`src/hw/asp_pkg.sv`:
```
// axis status and position monitor: constants, register map, field layout
//==========================================================================
// Functional notes
// (RULE_01) homing flag set on completion, cleared while busy
// (RULE_02) lock flag needs command bit and actual lock
// (RULE_03) absolute read done set after request completes
// (RULE_04) dropping the request clears absolute read done
// (RULE_05) wrap info load done needs load bit
// (RULE_06) turn preset done when counter loaded from preset
// (RULE_07) encoder direction bit: 0 forward, 1 reverse
// (RULE_08) target position is per-scan machine target
// (RULE_09) reset clears target, calculated and reference positions
// (RULE_10) target and calculated positions update under lock
// (RULE_11) target position never wraps on infinite axis
// (RULE_12) infinite axis calculated position wraps to range
// (RULE_13) lock freezes reference position, no drive output
// (RULE_14) reference position follows calculated without lock
// (RULE_15) finite axis wide position equals calculated position
// (RULE_16) wide position wraps naturally over 32 bits
// (RULE_17) all flags and positions commit once per scan
package asp_pkg;

    localparam int DW      = 32;
    localparam int AW      = 12;
    localparam int SW      = 16;
    localparam int IRQ_W   = 5;

    // register indices as printed; byte address is four times the index
    localparam logic [AW-1:0] IDX_STATUS   = 12'h00c;
    localparam logic [AW-1:0] IDX_TARGET   = 12'h00e;
    localparam logic [AW-1:0] IDX_CALC     = 12'h010;
    localparam logic [AW-1:0] IDX_REF      = 12'h012;
    localparam logic [AW-1:0] IDX_WIDE     = 12'h014;
    localparam logic [AW-1:0] IDX_RUN_CMD  = 12'h000;
    localparam logic [AW-1:0] IDX_PRESET   = 12'h04c;
    localparam logic [AW-1:0] IDX_CONFIG   = 12'h001;
    localparam logic [AW-1:0] IDX_RESET_PS = 12'h002;
    localparam logic [AW-1:0] IDX_TURNS    = 12'h003;
    localparam logic [AW-1:0] IDX_IRQ_STAT = 12'h018;
    localparam logic [AW-1:0] IDX_IRQ_MASK = 12'h019;

    // run command word bits
    localparam int RC_LOCK     = 1;
    localparam int RC_ABS_REQ  = 2;
    localparam int RC_PRESET   = 6;
    localparam int RC_LOAD     = 7;
    localparam int RC_W        = 16;

    // status word bits
    localparam int ST_HOMED    = 5;
    localparam int ST_LOCK     = 6;
    localparam int ST_ABS_DONE = 7;
    localparam int ST_LOAD     = 8;
    localparam int ST_PRESET   = 9;
    localparam int ST_DIR      = 10;

    // configuration bits
    localparam int CFG_INFINITE = 0;

    // interrupt status bits
    localparam int IRQ_SCAN    = 0;
    localparam int IRQ_HOMED   = 1;
    localparam int IRQ_ABS     = 2;
    localparam int IRQ_LOAD    = 3;
    localparam int IRQ_PRESET  = 4;

    localparam logic [DW-1:0] POS_RESET   = 32'h0000_0000;
    localparam logic [DW-1:0] RSTPOS_INIT = 32'h0000_0168;

endpackage

```
`src/hw/asp_monitor.sv`:
```
// axis status flags and position registers behind an apb slave
`timescale 1ns/1ps
module asp_monitor
    import asp_pkg::*;
(
    input  wire logic                  pclk,
    input  wire logic                  presetn,
    input  wire logic                  psel,
    input  wire logic                  penable,
    input  wire logic                  pwrite,
    input  wire logic [asp_pkg::AW-1:0] paddr,
    input  wire logic [asp_pkg::DW-1:0] pwdata,
    output logic       [asp_pkg::DW-1:0] prdata,
    output logic                       pready,
    output logic                       pslverr,
    input  wire logic                  scan_tick,
    input  wire logic [asp_pkg::DW-1:0] scan_delta,
    input  wire logic                  homing_busy,
    input  wire logic                  homing_end,
    input  wire logic                  abs_read_end,
    input  wire logic                  wrap_load_end,
    input  wire logic                  lock_engaged,
    input  wire logic                  enc_reverse,
    output logic       [asp_pkg::DW-1:0] drive_ref_pos,
    output logic                       drive_ref_stb,
    output logic                       irq
);
    import asp_pkg::*;

    //======================================================================
    // software registers
    logic [RC_W-1:0]  run_command_word;
    logic [DW-1:0]    turn_preset_value;
    logic             cfg_infinite;
    logic [DW-1:0]    rotary_max_value;
    logic [IRQ_W-1:0] irq_mask;
    logic [IRQ_W-1:0] irq_stat;

    //======================================================================
    // scan snapshot state
    logic          homing_done_flag;
    logic          motion_inhibit_flag;
    logic          abs_done_flag;
    logic          wrap_info_load_done;
    logic          turn_count_preset_done;
    logic          enc_dir_flag;
    logic [DW-1:0] target_pos;
    logic [DW-1:0] calc_target_pos;
    logic [DW-1:0] reference_out_pos;
    logic [DW-1:0] wide_coord_pos;
    logic [DW-1:0] turn_count;
    logic          homing_pend;
    logic          abs_pend;
    logic          load_pend;

    //======================================================================
    // apb decode
    logic [AW-1:0]    idx;
    logic             setup;
    logic             access;
    logic             wr_go;
    logic             rd_go;
    logic             hit_status;
    logic             hit_target;
    logic             hit_calc;
    logic             hit_ref;
    logic             hit_wide;
    logic             hit_run;
    logic             hit_preset;
    logic             hit_config;
    logic             hit_rstps;
    logic             hit_turns;
    logic             hit_istat;
    logic             hit_imask;
    logic             hit_ro;
    logic             hit_rw;
    logic             bad_access;
    logic [SW-1:0]    status_word;
    logic [DW-1:0]    rd_mux;
    logic [IRQ_W-1:0] rd_clear;

    assign idx        = {2'b00, paddr[AW-1:2]};
    assign setup      = psel && !penable;
    assign access     = psel && penable && pready;
    assign hit_status = (idx == IDX_STATUS);
    assign hit_target = (idx == IDX_TARGET);
    assign hit_calc   = (idx == IDX_CALC);
    assign hit_ref    = (idx == IDX_REF);
    assign hit_wide   = (idx == IDX_WIDE);
    assign hit_turns  = (idx == IDX_TURNS);
    assign hit_istat  = (idx == IDX_IRQ_STAT);
    assign hit_run    = (idx == IDX_RUN_CMD);
    assign hit_preset = (idx == IDX_PRESET);
    assign hit_config = (idx == IDX_CONFIG);
    assign hit_rstps  = (idx == IDX_RESET_PS);
    assign hit_imask  = (idx == IDX_IRQ_MASK);
    assign hit_ro     = hit_status || hit_target || hit_calc || hit_ref
                     || hit_wide || hit_turns || hit_istat;
    assign hit_rw     = hit_run || hit_preset || hit_config || hit_rstps
                     || hit_imask;
    // misaligned, unmapped, or a write to a monitor register
    assign bad_access = (paddr[1:0] != 2'b00) || !(hit_ro || hit_rw)
                     || (pwrite && hit_ro);
    assign wr_go      = access && pwrite && !pslverr;
    assign rd_go      = access && !pwrite && !pslverr;

    assign status_word = SW'({enc_dir_flag,                   // see RULE_07
                              turn_count_preset_done,
                              wrap_info_load_done,
                              abs_done_flag,
                              motion_inhibit_flag,
                              homing_done_flag}) << ST_HOMED;

    assign rd_mux =
        hit_status ? {{(DW-SW){1'b0}}, status_word} :
        hit_target ? target_pos :
        hit_calc   ? calc_target_pos :
        hit_ref    ? reference_out_pos :
        hit_wide   ? wide_coord_pos :
        hit_turns  ? turn_count :
        hit_istat  ? {{(DW-IRQ_W){1'b0}}, irq_stat} :
        hit_run    ? {{(DW-RC_W){1'b0}}, run_command_word} :
        hit_preset ? turn_preset_value :
        hit_config ? {{(DW-1){1'b0}}, cfg_infinite} :
        hit_rstps  ? rotary_max_value :
        hit_imask  ? {{(DW-IRQ_W){1'b0}}, irq_mask} : '0;

    // only bits that were actually returned get cleared
    assign rd_clear = (rd_go && hit_istat) ? prdata[IRQ_W-1:0] : '0;

    // one wait-free access phase; data and error are built in setup
    always_ff @(posedge pclk or negedge presetn)
    begin
        if (!presetn)
        begin
            pready  <= 1'b0;
            pslverr <= 1'b0;
            prdata  <= '0;
        end
        else
        begin
            pready  <= setup;
            pslverr <= setup && bad_access;
            prdata  <= (setup && !pwrite && !bad_access) ? rd_mux : '0;
        end
    end

    always_ff @(posedge pclk or negedge presetn)
    begin
        if (!presetn)
        begin
            run_command_word  <= '0;
            turn_preset_value <= '0;
            cfg_infinite      <= 1'b0;
            rotary_max_value  <= RSTPOS_INIT;
            irq_mask          <= '0;
        end
        else if (wr_go)
        begin
            if (hit_run)
                run_command_word <= pwdata[RC_W-1:0];
            if (hit_preset)
                turn_preset_value <= pwdata;
            if (hit_config)
                cfg_infinite <= pwdata[CFG_INFINITE];
            if (hit_rstps)
                rotary_max_value <= pwdata;
            if (hit_imask)
                irq_mask <= pwdata[IRQ_W-1:0];
        end
    end

    //======================================================================
    // per-scan next values
    logic          lock_req;
    logic          abs_req;
    logic          load_req;
    logic          preset_req;
    logic          next_lock;
    logic          next_homed;
    logic          next_abs;
    logic          next_load;
    logic          next_preset;
    logic [DW-1:0] next_calc;
    logic [DW-1:0] next_target;
    logic [DW-1:0] next_wide;
    logic [DW-1:0] next_turns;
    logic          wrap_up;
    logic          wrap_dn;

    assign lock_req   = run_command_word[RC_LOCK];
    assign abs_req    = run_command_word[RC_ABS_REQ];
    assign load_req   = run_command_word[RC_LOAD];
    assign preset_req = run_command_word[RC_PRESET];

    assign next_lock   = lock_req && lock_engaged;              // see RULE_02
    // busy holds the flag low; a finish lands at the next scan
    assign next_homed  = !homing_busy
                      && (homing_done_flag || homing_pend
                          || homing_end);                       // see RULE_01
    assign next_abs    = abs_req
                      && (abs_done_flag || abs_pend
                          || abs_read_end);                     // see RULE_03
    assign next_load   = load_req
                      && (wrap_info_load_done || load_pend
                          || wrap_load_end);                    // see RULE_05
    assign next_preset = preset_req;                            // see RULE_06
    // target keeps counting with no wrap, lock or not
    assign next_target = target_pos + scan_delta;        // see RULE_08 RULE_11
    // free 32-bit roll; on a finite axis this tracks the calculated value
    assign next_wide   = cfg_infinite ? wide_coord_pos + scan_delta
                                      : next_calc;       // see RULE_15 RULE_16
    assign next_turns  = preset_req ? turn_preset_value :
                         wrap_up    ? turn_count + 32'h0000_0001 :
                         wrap_dn    ? turn_count - 32'h0000_0001 :
                                      turn_count;

    asp_wrap #(
        .W         (DW)
    ) u_wrap (
        .cur       (calc_target_pos),
        .delta     (scan_delta),
        .infinite  (cfg_infinite),
        .reset_pos (rotary_max_value),
        .next_pos  (next_calc),
        .wrap_up   (wrap_up),
        .wrap_dn   (wrap_dn)
    );

    //======================================================================
    // completion events between scans are held until the next scan
    always_ff @(posedge pclk or negedge presetn)
    begin
        if (!presetn)
        begin
            homing_pend <= 1'b0;
            abs_pend    <= 1'b0;
            load_pend   <= 1'b0;
        end
        else
        begin
            homing_pend <= !scan_tick && !homing_busy
                        && (homing_pend || homing_end);
            abs_pend    <= !scan_tick && abs_req && (abs_pend || abs_read_end);
            load_pend   <= !scan_tick && load_req
                        && (load_pend || wrap_load_end);
        end
    end

    // every status flag and position the host reads changes on the same scan edge
    always_ff @(posedge pclk or negedge presetn)
    begin
        if (!presetn)
        begin
            homing_done_flag       <= 1'b0;
            motion_inhibit_flag    <= 1'b0;
            abs_done_flag          <= 1'b0;
            wrap_info_load_done    <= 1'b0;
            turn_count_preset_done <= 1'b0;
            enc_dir_flag           <= 1'b0;
            target_pos             <= POS_RESET;                // see RULE_09
            calc_target_pos        <= POS_RESET;
            reference_out_pos      <= POS_RESET;
            wide_coord_pos         <= POS_RESET;
            turn_count             <= POS_RESET;
        end
        else if (scan_tick)                                     // see RULE_17
        begin
            homing_done_flag       <= next_homed;
            motion_inhibit_flag    <= next_lock;
            abs_done_flag          <= next_abs;                 // see RULE_04
            wrap_info_load_done    <= next_load;
            turn_count_preset_done <= next_preset;
            enc_dir_flag           <= enc_reverse;
            target_pos             <= next_target;              // see RULE_10
            calc_target_pos        <= next_calc;
            wide_coord_pos         <= next_wide;
            turn_count             <= next_turns;
            if (!next_lock)
                reference_out_pos <= next_calc;                 // see RULE_14
        end
    end

    // drive reference goes out only for unlocked scans
    always_ff @(posedge pclk or negedge presetn)
    begin
        if (!presetn)
        begin
            drive_ref_pos <= POS_RESET;
            drive_ref_stb <= 1'b0;
        end
        else
        begin
            drive_ref_stb <= scan_tick && !next_lock;           // see RULE_13
            if (scan_tick && !next_lock)
                drive_ref_pos <= next_calc;
        end
    end

    //======================================================================
    // interrupts: sticky events, read clears, a new event wins
    logic [IRQ_W-1:0] irq_evt;

    assign irq_evt[IRQ_SCAN]   = scan_tick;
    assign irq_evt[IRQ_HOMED]  = scan_tick && next_homed && !homing_done_flag;
    assign irq_evt[IRQ_ABS]    = scan_tick && next_abs && !abs_done_flag;
    assign irq_evt[IRQ_LOAD]   = scan_tick && next_load && !wrap_info_load_done;
    assign irq_evt[IRQ_PRESET] = scan_tick && next_preset
                              && !turn_count_preset_done;

    always_ff @(posedge pclk or negedge presetn)
    begin
        if (!presetn)
        begin
            irq_stat <= '0;
            irq <= 1'b0;
        end
        else
        begin
            irq_stat <= (irq_stat & ~rd_clear) | irq_evt;
            irq <= |(((irq_stat & ~rd_clear) | irq_evt) & irq_mask);
        end
    end
endmodule

```
`src/hw/asp_wrap.sv`:
```
// one scan step of the calculated position, with infinite axis wrap
`timescale 1ns/1ps
module asp_wrap
#(
    parameter int W = 32
)
(
    input  wire logic [W-1:0] cur,
    input  wire logic [W-1:0] delta,
    input  wire logic         infinite,
    input  wire logic [W-1:0] reset_pos,
    output logic       [W-1:0] next_pos,
    output logic              wrap_up,
    output logic              wrap_dn
);

    //======================================================================
    // signed sum widened by one bit so the range test cannot overflow
    logic signed [W:0] sum;
    logic signed [W:0] bound;
    logic              wrap_on;
    logic              over;
    logic              under;

    assign sum     = $signed({cur[W-1], cur}) + $signed({delta[W-1], delta});
    assign bound   = $signed({1'b0, reset_pos});
    assign wrap_on = infinite && (reset_pos != '0);
    // one correction only: a per-scan move must stay below the bound
    assign over    = wrap_on && (sum >= bound);               // see RULE_12
    assign under   = wrap_on && (sum < 0);                    // see RULE_12
    assign wrap_up = over;
    assign wrap_dn = under;

    always_comb
    begin
        if (over)
            next_pos = W'(sum - bound);
        else if (under)
            next_pos = W'(sum + bound);
        else
            next_pos = W'(sum);
    end

endmodule

```
`config.mk`:
```
export PLATFORM = sky130hd
export DESIGN_NAME = asp_monitor
export DESIGN_NICKNAME = d
export VERILOG_FILES = /design/src/hw/asp_pkg.sv /design/src/hw/asp_monitor.sv /design/src/hw/asp_wrap.sv
export SDC_FILE = /design/constraint.sdc
export NUM_CORES = 1
export LEC_CHECK = 0
export BUFFER_PORTS_ARGS = -buffer_cell sky130_fd_sc_hd__buf_2
export CAP_MARGIN = 15
export CORE_MARGIN = 3
export CORE_UTILIZATION = 42
export CTS_CLUSTER_SIZE = 16
export DETAILED_ROUTE_END_ITERATION = 8
export SLEW_MARGIN = 10
export SYNTH_ARGS = -nofsm -noshare
export SYNTH_HDL_FRONTEND = slang
export SYNTH_HIERARCHICAL = 1
export SYNTH_SLANG_ARGS = --single-unit
```
`constraint.sdc`:
```
create_clock -name pclk -period 9.53 [get_ports pclk]
set_input_delay 2.3825 -clock pclk [delete_from_list [all_inputs] [get_ports pclk]]
set_output_delay 2.3825 -clock pclk [all_outputs]
set_load 0.03 [all_outputs]
```
# Yosys cells after proc, flatten, opt, wreduce, memory -nomap -nowiden
# Cells that the tools add are included.
[word_totals]
reg_bits = 328
output_inout_bits = 68
[op_classes]
addsub = 7
order_cmp = 2
n_eq_ne = 11
n_mux = 20
bitwise = 5
n_reduce_logical = 80
[op_table]
columns = ["operator", "count"]
rows = [
  ["$mux 32", 18],
  ["$add 32x32->32", 3],
  ["$eq 10x5->1 const B", 5],
  ["$logic_and 1x1->1", 34],
  ["$add 32x32->33", 1],
  ["$ge 33x33->1", 1],
  ["$lt 33x1->1 const B", 1],
  ["$add 32x1->32 const B", 1],
  ["$reduce_bool 32->1", 1],
  ["$sub 32x1->32 const B", 1],
  ["$sub 32x32->32", 1],
  ["$logic_or 1x1->1", 22],
  ["$eq 10x2->1 const B", 2],
  ["$eq 10x4->1 const B", 2],
  ["$reduce_and 2->1", 7],
  ["$logic_not 1->1", 12],
  ["$logic_not 12->1", 1],
  ["$and 5x5->5", 2],
  ["$eq 10x1->1 const B", 1],
  ["$eq 10x7->1 const B", 1],
  ["$mux 5", 2],
  ["$not 5->5", 1],
  ["$or 5x5->5", 1],
  ["$reduce_or 5->1", 1],
  ["3 further kinds", 3],
]

# Longest topological paths before layout
# Gate-level depths: netlist of run 1.
[depth]
depth_word = 14
mapped_depth = 35

# Hierarchy
# Netlist of run 1, hierarchy kept.
[by_module_without_submodules]
columns = ["module", "instances", "cells_each", "area_per_inst_um2", "seq_area_each_um2"]
rows = [
  ["asp_monitor", 1, 1702, 17431.7, 7412.1],
  ["asp_wrap", 1, 796, 5316.3, 0.0],
]

# Least setup slack after synthesis of run 1
# Ideal clock, no wire load.
[synth_timing]
path_type = "input -> register"
from = "in scan_delta[0] (netlist bit)"
to = "reg turn_count[28]"
setup_time_ns = 0.126
arrival_time_ns = 9.194
setup_slack_ns = 0.210
stages = 34
path_buffers = 2
cell_sequence = "ha_1 > fa_1 > a211oi_1 > o21ai_1 > o2111ai_1 > nand2_1 > a211o_1 > a21oi_1 > a21oi_1 > nor2_1 > xnor2_1 > ha_1 > clkbuf_1 > nand4_1 > o21bai_1 > o221a_2 > o22a_1 > a21oi_1 > nand3_2 > inv_2 > buf_2 > inv_1 > fa_1 > a21o_1 > a21oi_1 > o21bai_1 > a21oi_1 > o2111ai_1 > nand4b_1 > a21o_1 > o21ai_1 > a21o_1 > xor2_1 > a221o_1"
[synth_between]
elab_chain_cells = 5
[synth_rtl]
columns = ["element", "line", "rtl"]
rows = [
  ["start, declared", "asp_monitor.sv:17", "input wire logic [asp_pkg::DW-1:0] scan_delta,"],
  ["$add 32x32->33 *", "asp_wrap.sv:25", "assign sum = $signed({cur[W-1], cur}) + $signed({delta[W-1], delta});"],
  ["$ge 33x33->1 *", "asp_wrap.sv:29", "assign over = wrap_on && (sum >= bound);"],
  ["$logic_and 1x1->1 *", "asp_wrap.sv:29", ""],
  ["via wrap_up", "asp_monitor.sv:188", "logic wrap_up;"],
  ["$reduce_bool 3->1 (no source line) / $mux 32 (equally long branches)", "n/a", ""],
  ["$reduce_and 2->1 (no source line) / $mux 32 (equally long branches)", "n/a", ""],
  ["end signal, assigned", "asp_monitor.sv:278", "turn_count <= next_turns;"],
  ["end, declared", "asp_monitor.sv:51", "logic [DW-1:0] turn_count;"],
]
# The timed path passes the listed nets; every way through them passes the cells marked *.
# A chain may end at the register's enable or synchronous reset.

# Final worst setup path of run 1
# Same ends and word-level chain as after synthesis.

==> impl_table.tex, run 1 <==
\begin{tabular}{lr}
\hline
Metric & Value \\
\hline
\multicolumn{2}{l}{\textbf{Synthesis}} \\
Sequential cell area fraction in the yosys report & 0.3258 \\
Mean Syn Cell Area & 9.107 um2 \\
Post-synthesis instance area & 22750 um2 \\
Unique cell type count in the Yosys netlist & 110 \\
Syn. warnings & 6 \\
Post-synth EDFFs & 0 \\
Flop and latch count out of synthesis & 296 \\
Share of flip-flops with an asynchronous set or reset after synthesis & 1.000 \\
Gate count of the mapped netlist & 2498 \\
Post-synthesis net count & 2780 \\
Primary FF master, synth & sky130\_fd\_sc\_hd\_\_dfrtp\_1 \\
\multicolumn{2}{l}{\textbf{STA}} \\
Transition time of the tightest slew-check pin & 1.314 ns \\
Minimum hold slack & 0.4862 ns \\
Min Clock Period, post-route & 8.962 ns \\
Post-route fraction of the period consumed by the critical path & 0.9404 \\
Max-slew headroom at the worst pin & 0.1242 \\
Number of pins with negative max-slew slack in the final report & 0 \\
Setup repair after global routing missed its margin & false \\
Count of endpoints failing setup in the final report & 0 \\
Clock tree skew after final layout & 0.01449 ns \\
Max Clock Freq & 111.6 MHz \\
Least setup slack across all paths after layout & 0.5675 ns \\
Final hold violation count & 0 \\
\multicolumn{2}{l}{\textbf{Floorplan}} \\
Io pins & 156 \\
Initial Util & 0.4286 \\
Chip height & 238.7 um \\
Die Area & 56990 um2 \\
DIE WIDTH & 238.7 um \\
Core region area & 53080 um2 \\
Number of placement rows & 84 \\
\multicolumn{2}{l}{\textbf{Cells and area}} \\
Most used cells in the layout excluding fill and tap cells & sky130\_fd\_sc\_hd\_\_dfrtp\_1 (290), sky130\_fd\_sc\_hd\_\_a21oi\_1 (267), sky130\_fd\_sc\_hd\_\_nor2\_1 (211) \\
Fraction of layout instances using a drive strength above 1 & 0.1897 \\
Most common cell after layout, fill and taps aside & sky130\_fd\_sc\_hd\_\_dfrtp\_1 \\
Final non-filler cell area & 25640 um2 \\
Syn-to-layout area delta & 12.69\% \\
Number of nets in the layout & 2912 \\
Number of filler instances in the final layout & 4997 \\
Utilization after layout & 0.4830 \\
\multicolumn{2}{l}{\textbf{Critical path}} \\
Critical path endpoint category & flop \\
Startpoint of the worst-slack reg-to-reg timing path & calc\_target\_pos[0] \\
Sort of element at the start of the critical path & input pin \\
Delay of the slowest cell on the worst path & 0.44 ns \\
Critical path type & in -> reg \\
CP Buf/Inv Count & 4 \\
FF-to-FF path depth & 32 \\
Highest net fanout along the worst path & 12 \\
Kind of cell adding the most delay to the critical path & compound AO/OA/AOI/OAI gates \\
Internal reg-to-reg setup slack & 2.10 ns \\
Slowest-stage cell, CP & sky130\_fd\_sc\_hd\_\_fa\_1 \\
Data required time of the worst path & 9.96 ns \\
Crit path arrival time & 9.39 ns \\
Endpoint of the worst-slack reg-to-reg timing path & turn\_count[28] \\
CP most frequent cell & sky130\_fd\_sc\_hd\_\_a21o\_1 \\
\multicolumn{2}{l}{\textbf{Global route}} \\
GRT Total Usage & 0.2759 \\
Antenna violations before repair & 4 \\
Maximum number of pins on one net before global-route repair & 142 \\
Number of global-route vias before repair & 19910 \\
Total congestion overflow after global routing & 0 \\
Global-route wire length before repair & 121700 um \\
\multicolumn{2}{l}{\textbf{Detailed routing}} \\
Count of nets left with antenna violations after detail routing & 0 \\
Detail-routed via count per cell & 6.194 \\
Total length of routed wires & 80540 um \\
DRT iter0 DRCs & 2149 \\
TritonRoute pass-1 iters & 7 \\
Total vias in the final route & 20730 \\
DRC errors left & 0 \\
Detailed-route wire length per cell & 24.07 um \\
\multicolumn{2}{l}{\textbf{Pwr}} \\
Total power & 8.418 mW \\
Power density over cell area & 328.4 nW/um2 \\
Leakage dissipation & 11.41 nW \\
IR Drop Worst-Case VDD & 127.9 uV \\
\multicolumn{2}{l}{\textbf{Clock network}} \\
Bufs on Longest Clock Path & 3 \\
\# H-tree levels & 2 \\
Clock Sinks & 296 \\
Clock transition at the register clock pins on the worst setup and hold paths after CTS & 0.06 ns \\
CTS Hold Buffers Added & 0 \\
Skew-Pair Late Insertion Delay & 0.55 ns \\
Root buffer cell & sky130\_fd\_sc\_hd\_\_clkbuf\_16 \\
TritonCTS Buffers & 37 \\
TritonCTS clock tree & done \\
\multicolumn{2}{l}{\textbf{Worst hold path}} \\
Hold WC Path Type & reg -> reg \\
Min-delay src & target\_pos[31] \\
Cell depth of the worst min-delay path & 1 \\
Capture endpoint of the worst hold path & target\_pos[31] \\
\multicolumn{2}{l}{\textbf{Place}} \\
Total placed instance area & 24350 um2 \\
Count of port buffers added during placement & 155 \\
RD Place Congestion & 0.9369 \\
Worst-case setup slack after placement & -0.06443 ns \\
DP HPWL & 60600 um \\
\multicolumn{2}{l}{\textbf{Run}} \\
Max-capacitance violation count & 0 \\
\multicolumn{2}{l}{\textbf{Run status}} \\
Result of the run & complete, no violations \\
\hline
\end{tabular}
synthesized netlist by cell type (45+ instances only):
| master | count | area [um2] |
|---|---|---|
| sky130_fd_sc_hd__o21ai_0 | 134 | 670.6 |
| sky130_fd_sc_hd__a21o_1 | 70 | 525.5 |
| sky130_fd_sc_hd__nand3_1 | 45 | 225.2 |
| sky130_fd_sc_hd__nor2_1 | 216 | 810.8 |
| sky130_fd_sc_hd__ha_1 | 188 | 2352 |
| sky130_fd_sc_hd__a21oi_1 | 268 | 1341 |
| sky130_fd_sc_hd__xnor2_1 | 77 | 674.4 |
| sky130_fd_sc_hd__inv_1 | 118 | 442.9 |
| sky130_fd_sc_hd__dfrtp_1 | 292 | 7307 |
| sky130_fd_sc_hd__clkbuf_1 | 66 | 247.7 |
| sky130_fd_sc_hd__nand2_1 | 141 | 529.3 |
| sky130_fd_sc_hd__mux2_2 | 172 | 1937 |
cell families after synthesis:
| group | count (synthesis) | synth area share |
|---|---|---|
| buf+inv | 222 | 0.03834 |
| flops | 296 | 0.3258 |
| mux | 221 | 0.1073 |
| simple gates | 612 | 0.1309 |
| xor+xnor | 112 | 0.04312 |
| compound gates | 841 | 0.2459 |
| fa+ha+maj | 194 | 0.1087 |
report_power, final:
group          switching (mW)  internal, mW
Combinational            3.03          2.06
Clock                   0.577         0.883
Sequential              0.319          1.55
Total                    3.92          4.50
per-stage QoR:
step | setup TNS, ns | std cells
after floorplan | 0 | 2498
after global placement | 0 | 3277
after detailed placement | -0.2125 | 3277
after CTS | 0 | 3343
after global routing | 0 | 3345
final | 0 | 3346
registers in the layout, summed over array words and instances, names as in the netlist, 5 cells and up:
name               count
calc_target_pos       32
prdata                32
reference_out_pos     32
rotary_max_value      32
target_pos            32
turn_count            32
turn_preset_value     32
wide_coord_pos        32
run_command_word      16
irq_mask               5
irq_stat               5
area by class of cell:
class / instances / area, um2 / area share
multi-input cells: 1980 / 14550 / 0.5676
flip-flops and latches: 296 / 7415 / 0.2892
repair buffers: 196 / 1112 / 0.04339
clock buffers: 52 / 1095 / 0.04271
well taps: 688 / 860.8 / 0.03358
inverters: 119 / 446.7 / 0.01742
clock inverters: 14 / 153.9 / 0.006003
diodes: 1 / 2.502 / 0.00009761
how the worst max path moves through the flow:
stage,from,to,depth (start not counted)
after floorplan,scan_delta[0],turn_count[28],34
after global placement,scan_delta[0],turn_count[20],34
after detailed placement,scan_delta[0],turn_count[20],34
after CTS,scan_delta[0],turn_count[20],34
after global routing,scan_delta[0],turn_count[20],34
final,scan_delta[0],turn_count[28],33
metal layers:
layer | share of wire | wire length [um] | global-route usage
met2 | 0.43 | 34860 | 0.4157
met1 | 0.47 | 37900 | 0.4078
met5 | 0.00032 | 26 | 0
met3 | 0.077 | 6195 | 0.05849
met4 | 0.019 | 1554 | 0.05846
what timing repair did:
| item | 4_1_cts | 5_1_grt |
|---|---|---|
| gates resized for setup | 0 | 5 |
| endpoints found under the setup margin | 0 | 8 |
| buffers inserted | 0 | 1 |
Power figures use the tool's default switching activity.
==> inputs of run 2 (changes only) <==
BUFFER_PORTS_ARGS = default   (was -buffer_cell sky130_fd_sc_hd__buf_2)
CORE_MARGIN = default   (was 3)
DONT_BUFFER_PORTS = 1   (was default)
==> impl_table.tex, run 2 (synthesis gave the netlist of run 1 again) <==
\begin{tabular}{lr}
\hline
Metric & Value \\
\hline
\multicolumn{2}{l}{\textbf{Run status}} \\
Result of the run & complete, no violations (unchanged) \\
\multicolumn{2}{l}{\textbf{Cells and area}} \\
Most common cell after layout, fill and taps aside & sky130\_fd\_sc\_hd\_\_dfrtp\_1 (unchanged) \\
Syn-to-layout area delta & 8.938\% (was 12.69\%) \\
Final non-filler cell area & 24780 um2 (was 25640 um2) \\
Number of nets in the layout & 2747 (was 2912) \\
Utilization after layout & 0.4669 (was 0.4830) \\
Fraction of layout instances using a drive strength above 1 & 0.1348 (was 0.1897) \\
Most used cells in the layout excluding fill and tap cells & sky130\_fd\_sc\_hd\_\_dfrtp\_1 (290), sky130\_fd\_sc\_hd\_\_a21oi\_1 (267), sky130\_fd\_sc\_hd\_\_nor2\_1 (211) (unchanged) \\
Number of filler instances in the final layout & 4970 (was 4997) \\
Sequential cell area & 7415 um2 (unchanged) \\
Antenna Diode Count & 0 (was 1) \\
Area of the multi-input gates & 14530 um2 (was 14550 um2) \\
\multicolumn{2}{l}{\textbf{Global route}} \\
GRT Total Usage & 0.2784 (was 0.2759) \\
Global-route wire length before repair & 118500 um (was 121700 um) \\
Total congestion overflow after global routing & 0 (unchanged) \\
Number of global-route vias before repair & 19240 (was 19910) \\
Maximum number of pins on one net before global-route repair & 297 (was 142) \\
Antenna violations before repair & 6 (was 4) \\
\multicolumn{2}{l}{\textbf{Critical path}} \\
Internal reg-to-reg setup slack & 2.02 ns (was 2.10 ns) \\
Kind of cell adding the most delay to the critical path & compound AO/OA/AOI/OAI gates (unchanged) \\
Sort of element at the start of the critical path & input pin (unchanged) \\
Data required time of the worst path & 10.00 ns (was 9.96 ns) \\
Startpoint of the worst-slack reg-to-reg timing path & calc\_target\_pos[0] (unchanged) \\
Critical path type & in -> reg (unchanged) \\
Beginning of the critical path & scan\_delta[0] (unchanged) \\
Critical path endpoint category & flop (unchanged) \\
CP most frequent cell & sky130\_fd\_sc\_hd\_\_a21oi\_1 (was sky130\_fd\_sc\_hd\_\_a21o\_1) \\
Slowest-stage cell, CP & sky130\_fd\_sc\_hd\_\_fa\_1 (unchanged) \\
CP Buf/Inv Count & 3 (was 4) \\
Highest net fanout along the worst path & 5 (was 12) \\
Delay of the slowest cell on the worst path & 0.44 ns (about the same) \\
Crit path arrival time & 9.35 ns (was 9.39 ns) \\
\multicolumn{2}{l}{\textbf{Detailed routing}} \\
Detailed-route wire length per cell & 24.54 um (was 24.07 um) \\
Total vias in the final route & 20200 (was 20730) \\
DRC errors left & 0 (unchanged) \\
Count of nets left with antenna violations after detail routing & 0 (unchanged) \\
Total length of routed wires & 78040 um (was 80540 um) \\
TritonRoute pass-1 iters & 8 (was 7) \\
DRT iter0 DRCs & 2010 (was 2149) \\
Detail-routed via count per cell & 6.351 (was 6.194) \\
\multicolumn{2}{l}{\textbf{Floorplan}} \\
Initial Util & 0.4286 (unchanged) \\
Number of placement rows & 84 (unchanged) \\
Io pins & 156 (unchanged) \\
Core region area & 53080 um2 (unchanged) \\
Chip height & 234.7 um (was 238.7 um) \\
Die Area & 55100 um2 (was 56990 um2) \\
DIE WIDTH & 234.7 um (was 238.7 um) \\
\multicolumn{2}{l}{\textbf{STA}} \\
Number of pins with negative max-slew slack in the final report & 0 (unchanged) \\
Setup repair after global routing missed its margin & false (unchanged) \\
Clock tree skew after final layout & 0.02074 ns (was 0.01449 ns) \\
Post-route fraction of the period consumed by the critical path & 0.9316 (was 0.9404) \\
Transition time of the tightest slew-check pin & 1.165 ns (was 1.314 ns) \\
Max-slew headroom at the worst pin & 0.2217 (was 0.1242) \\
Final hold violation count & 0 (unchanged) \\
Max Clock Freq & 112.6 MHz (was 111.6 MHz) \\
Count of endpoints failing setup in the final report & 0 (unchanged) \\
Min Clock Period, post-route & 8.878 ns (was 8.962 ns) \\
\multicolumn{2}{l}{\textbf{Worst hold path}} \\
Min-delay src & target\_pos[31] (unchanged) \\
Hold WC Path Type & reg -> reg (unchanged) \\
\multicolumn{2}{l}{\textbf{Place}} \\
Count of port buffers added during placement & 0 (was 155) \\
RD Place Congestion & 0.9437 (was 0.9369) \\
DP HPWL & 58150 um (was 60600 um) \\
Total placed instance area & 23500 um2 (was 24350 um2) \\
\multicolumn{2}{l}{\textbf{Clock network}} \\
Clock Sinks & 296 (unchanged) \\
Skew-Pair Late Insertion Delay & 0.57 ns (was 0.55 ns) \\
Setup fix buffers added after clock tree synthesis & 0 (unchanged) \\
Bufs on Longest Clock Path & 3 (unchanged) \\
Clock transition at the register clock pins on the worst setup and hold paths after CTS & 0.06 ns (about the same) \\
CTS Hold Buffers Added & 0 (unchanged) \\
TritonCTS Buffers & 36 (was 37) \\
TritonCTS clock tree & done (unchanged) \\
Root buffer cell & sky130\_fd\_sc\_hd\_\_clkbuf\_16 (unchanged) \\
Post\_cts resized & 0 (unchanged) \\
\# H-tree levels & 2 (unchanged) \\
\multicolumn{2}{l}{\textbf{Pwr}} \\
IR Drop Worst-Case VDD & 141.4 uV (was 127.9 uV) \\
Power density over cell area & 332.8 nW/um2 (was 328.4 nW/um2) \\
Leakage dissipation & 10.70 nW (was 11.41 nW) \\
\multicolumn{2}{l}{\textbf{Run}} \\
Max-capacitance violation count & 0 (unchanged) \\
\hline
\end{tabular}
[run 2: cell count changes in the layout (fill, tap and decap cells not counted), moves of 2 or more]
cell and delta:
sky130_fd_sc_hd__buf_2 -153, sky130_fd_sc_hd__buf_4 -8, sky130_fd_sc_hd__bufinv_16 +2, sky130_fd_sc_hd__clkinv_2 -4
[run 2: report_power, final]
part           internal [mW]  switching [mW]  leakage [nW]  total [mW]
clock network          0.915           0.588         0.621        1.50
registers               1.55           0.477          3.77        2.03
logic                   1.96            2.76          6.31        4.72
[run 2: worst paths after layout]
| path | end | cells past startpoint |
|---|---|---|
| hold reg to reg | target_pos[31] | 1 |
| hold / removal | target_pos[31] | 1 |
| setup / recovery | turn_count[20] | 33 |
| min in group asynchronous | run_command_word[0] | 0 |
| max in group asynchronous | calc_target_pos[23] | 0 |
| setup reg to reg | turn_count[20] | 33 |
[run 2: final cells by class]
type,instances,share of cell area
clock buffer,50,0.04261
clock inverter,15,0.009139
inverter,119,0.01802
multi-input combinational,1980,0.5864
sequential,296,0.2992
tap,688,0.03474
timing repair buffer,32,0.009845
[run 2: stage by stage]
stage	worst slack [ns]	power, mW	hold WS (ns)	instances	setup TNS [ns]
floorplan	0.2101	5.444	0.4469	2498	0
global placement	0.1893	6.548	0.4755	3114	0
detailed placement	-0.001188	6.613	0.4927	3115	-0.001188
CTS	0.6067	8.158	0.5046	3180	0
global route	0.02267	8.806	0.5035	3180	0
finish	0.6519	8.248	0.5072	3180	0
[run 2: per-layer routing]
layer | wire, um | GRT usage | vias to the layer above
li1 | - | - | 9271
met3 | 7467 | 0.08012 | 117
met2 | 33170 | 0.4148 | 776
met1 | 35140 | 0.3890 | 10030
met4 | 2205 | 0.08254 | 8
met5 | 57 | 0 | -
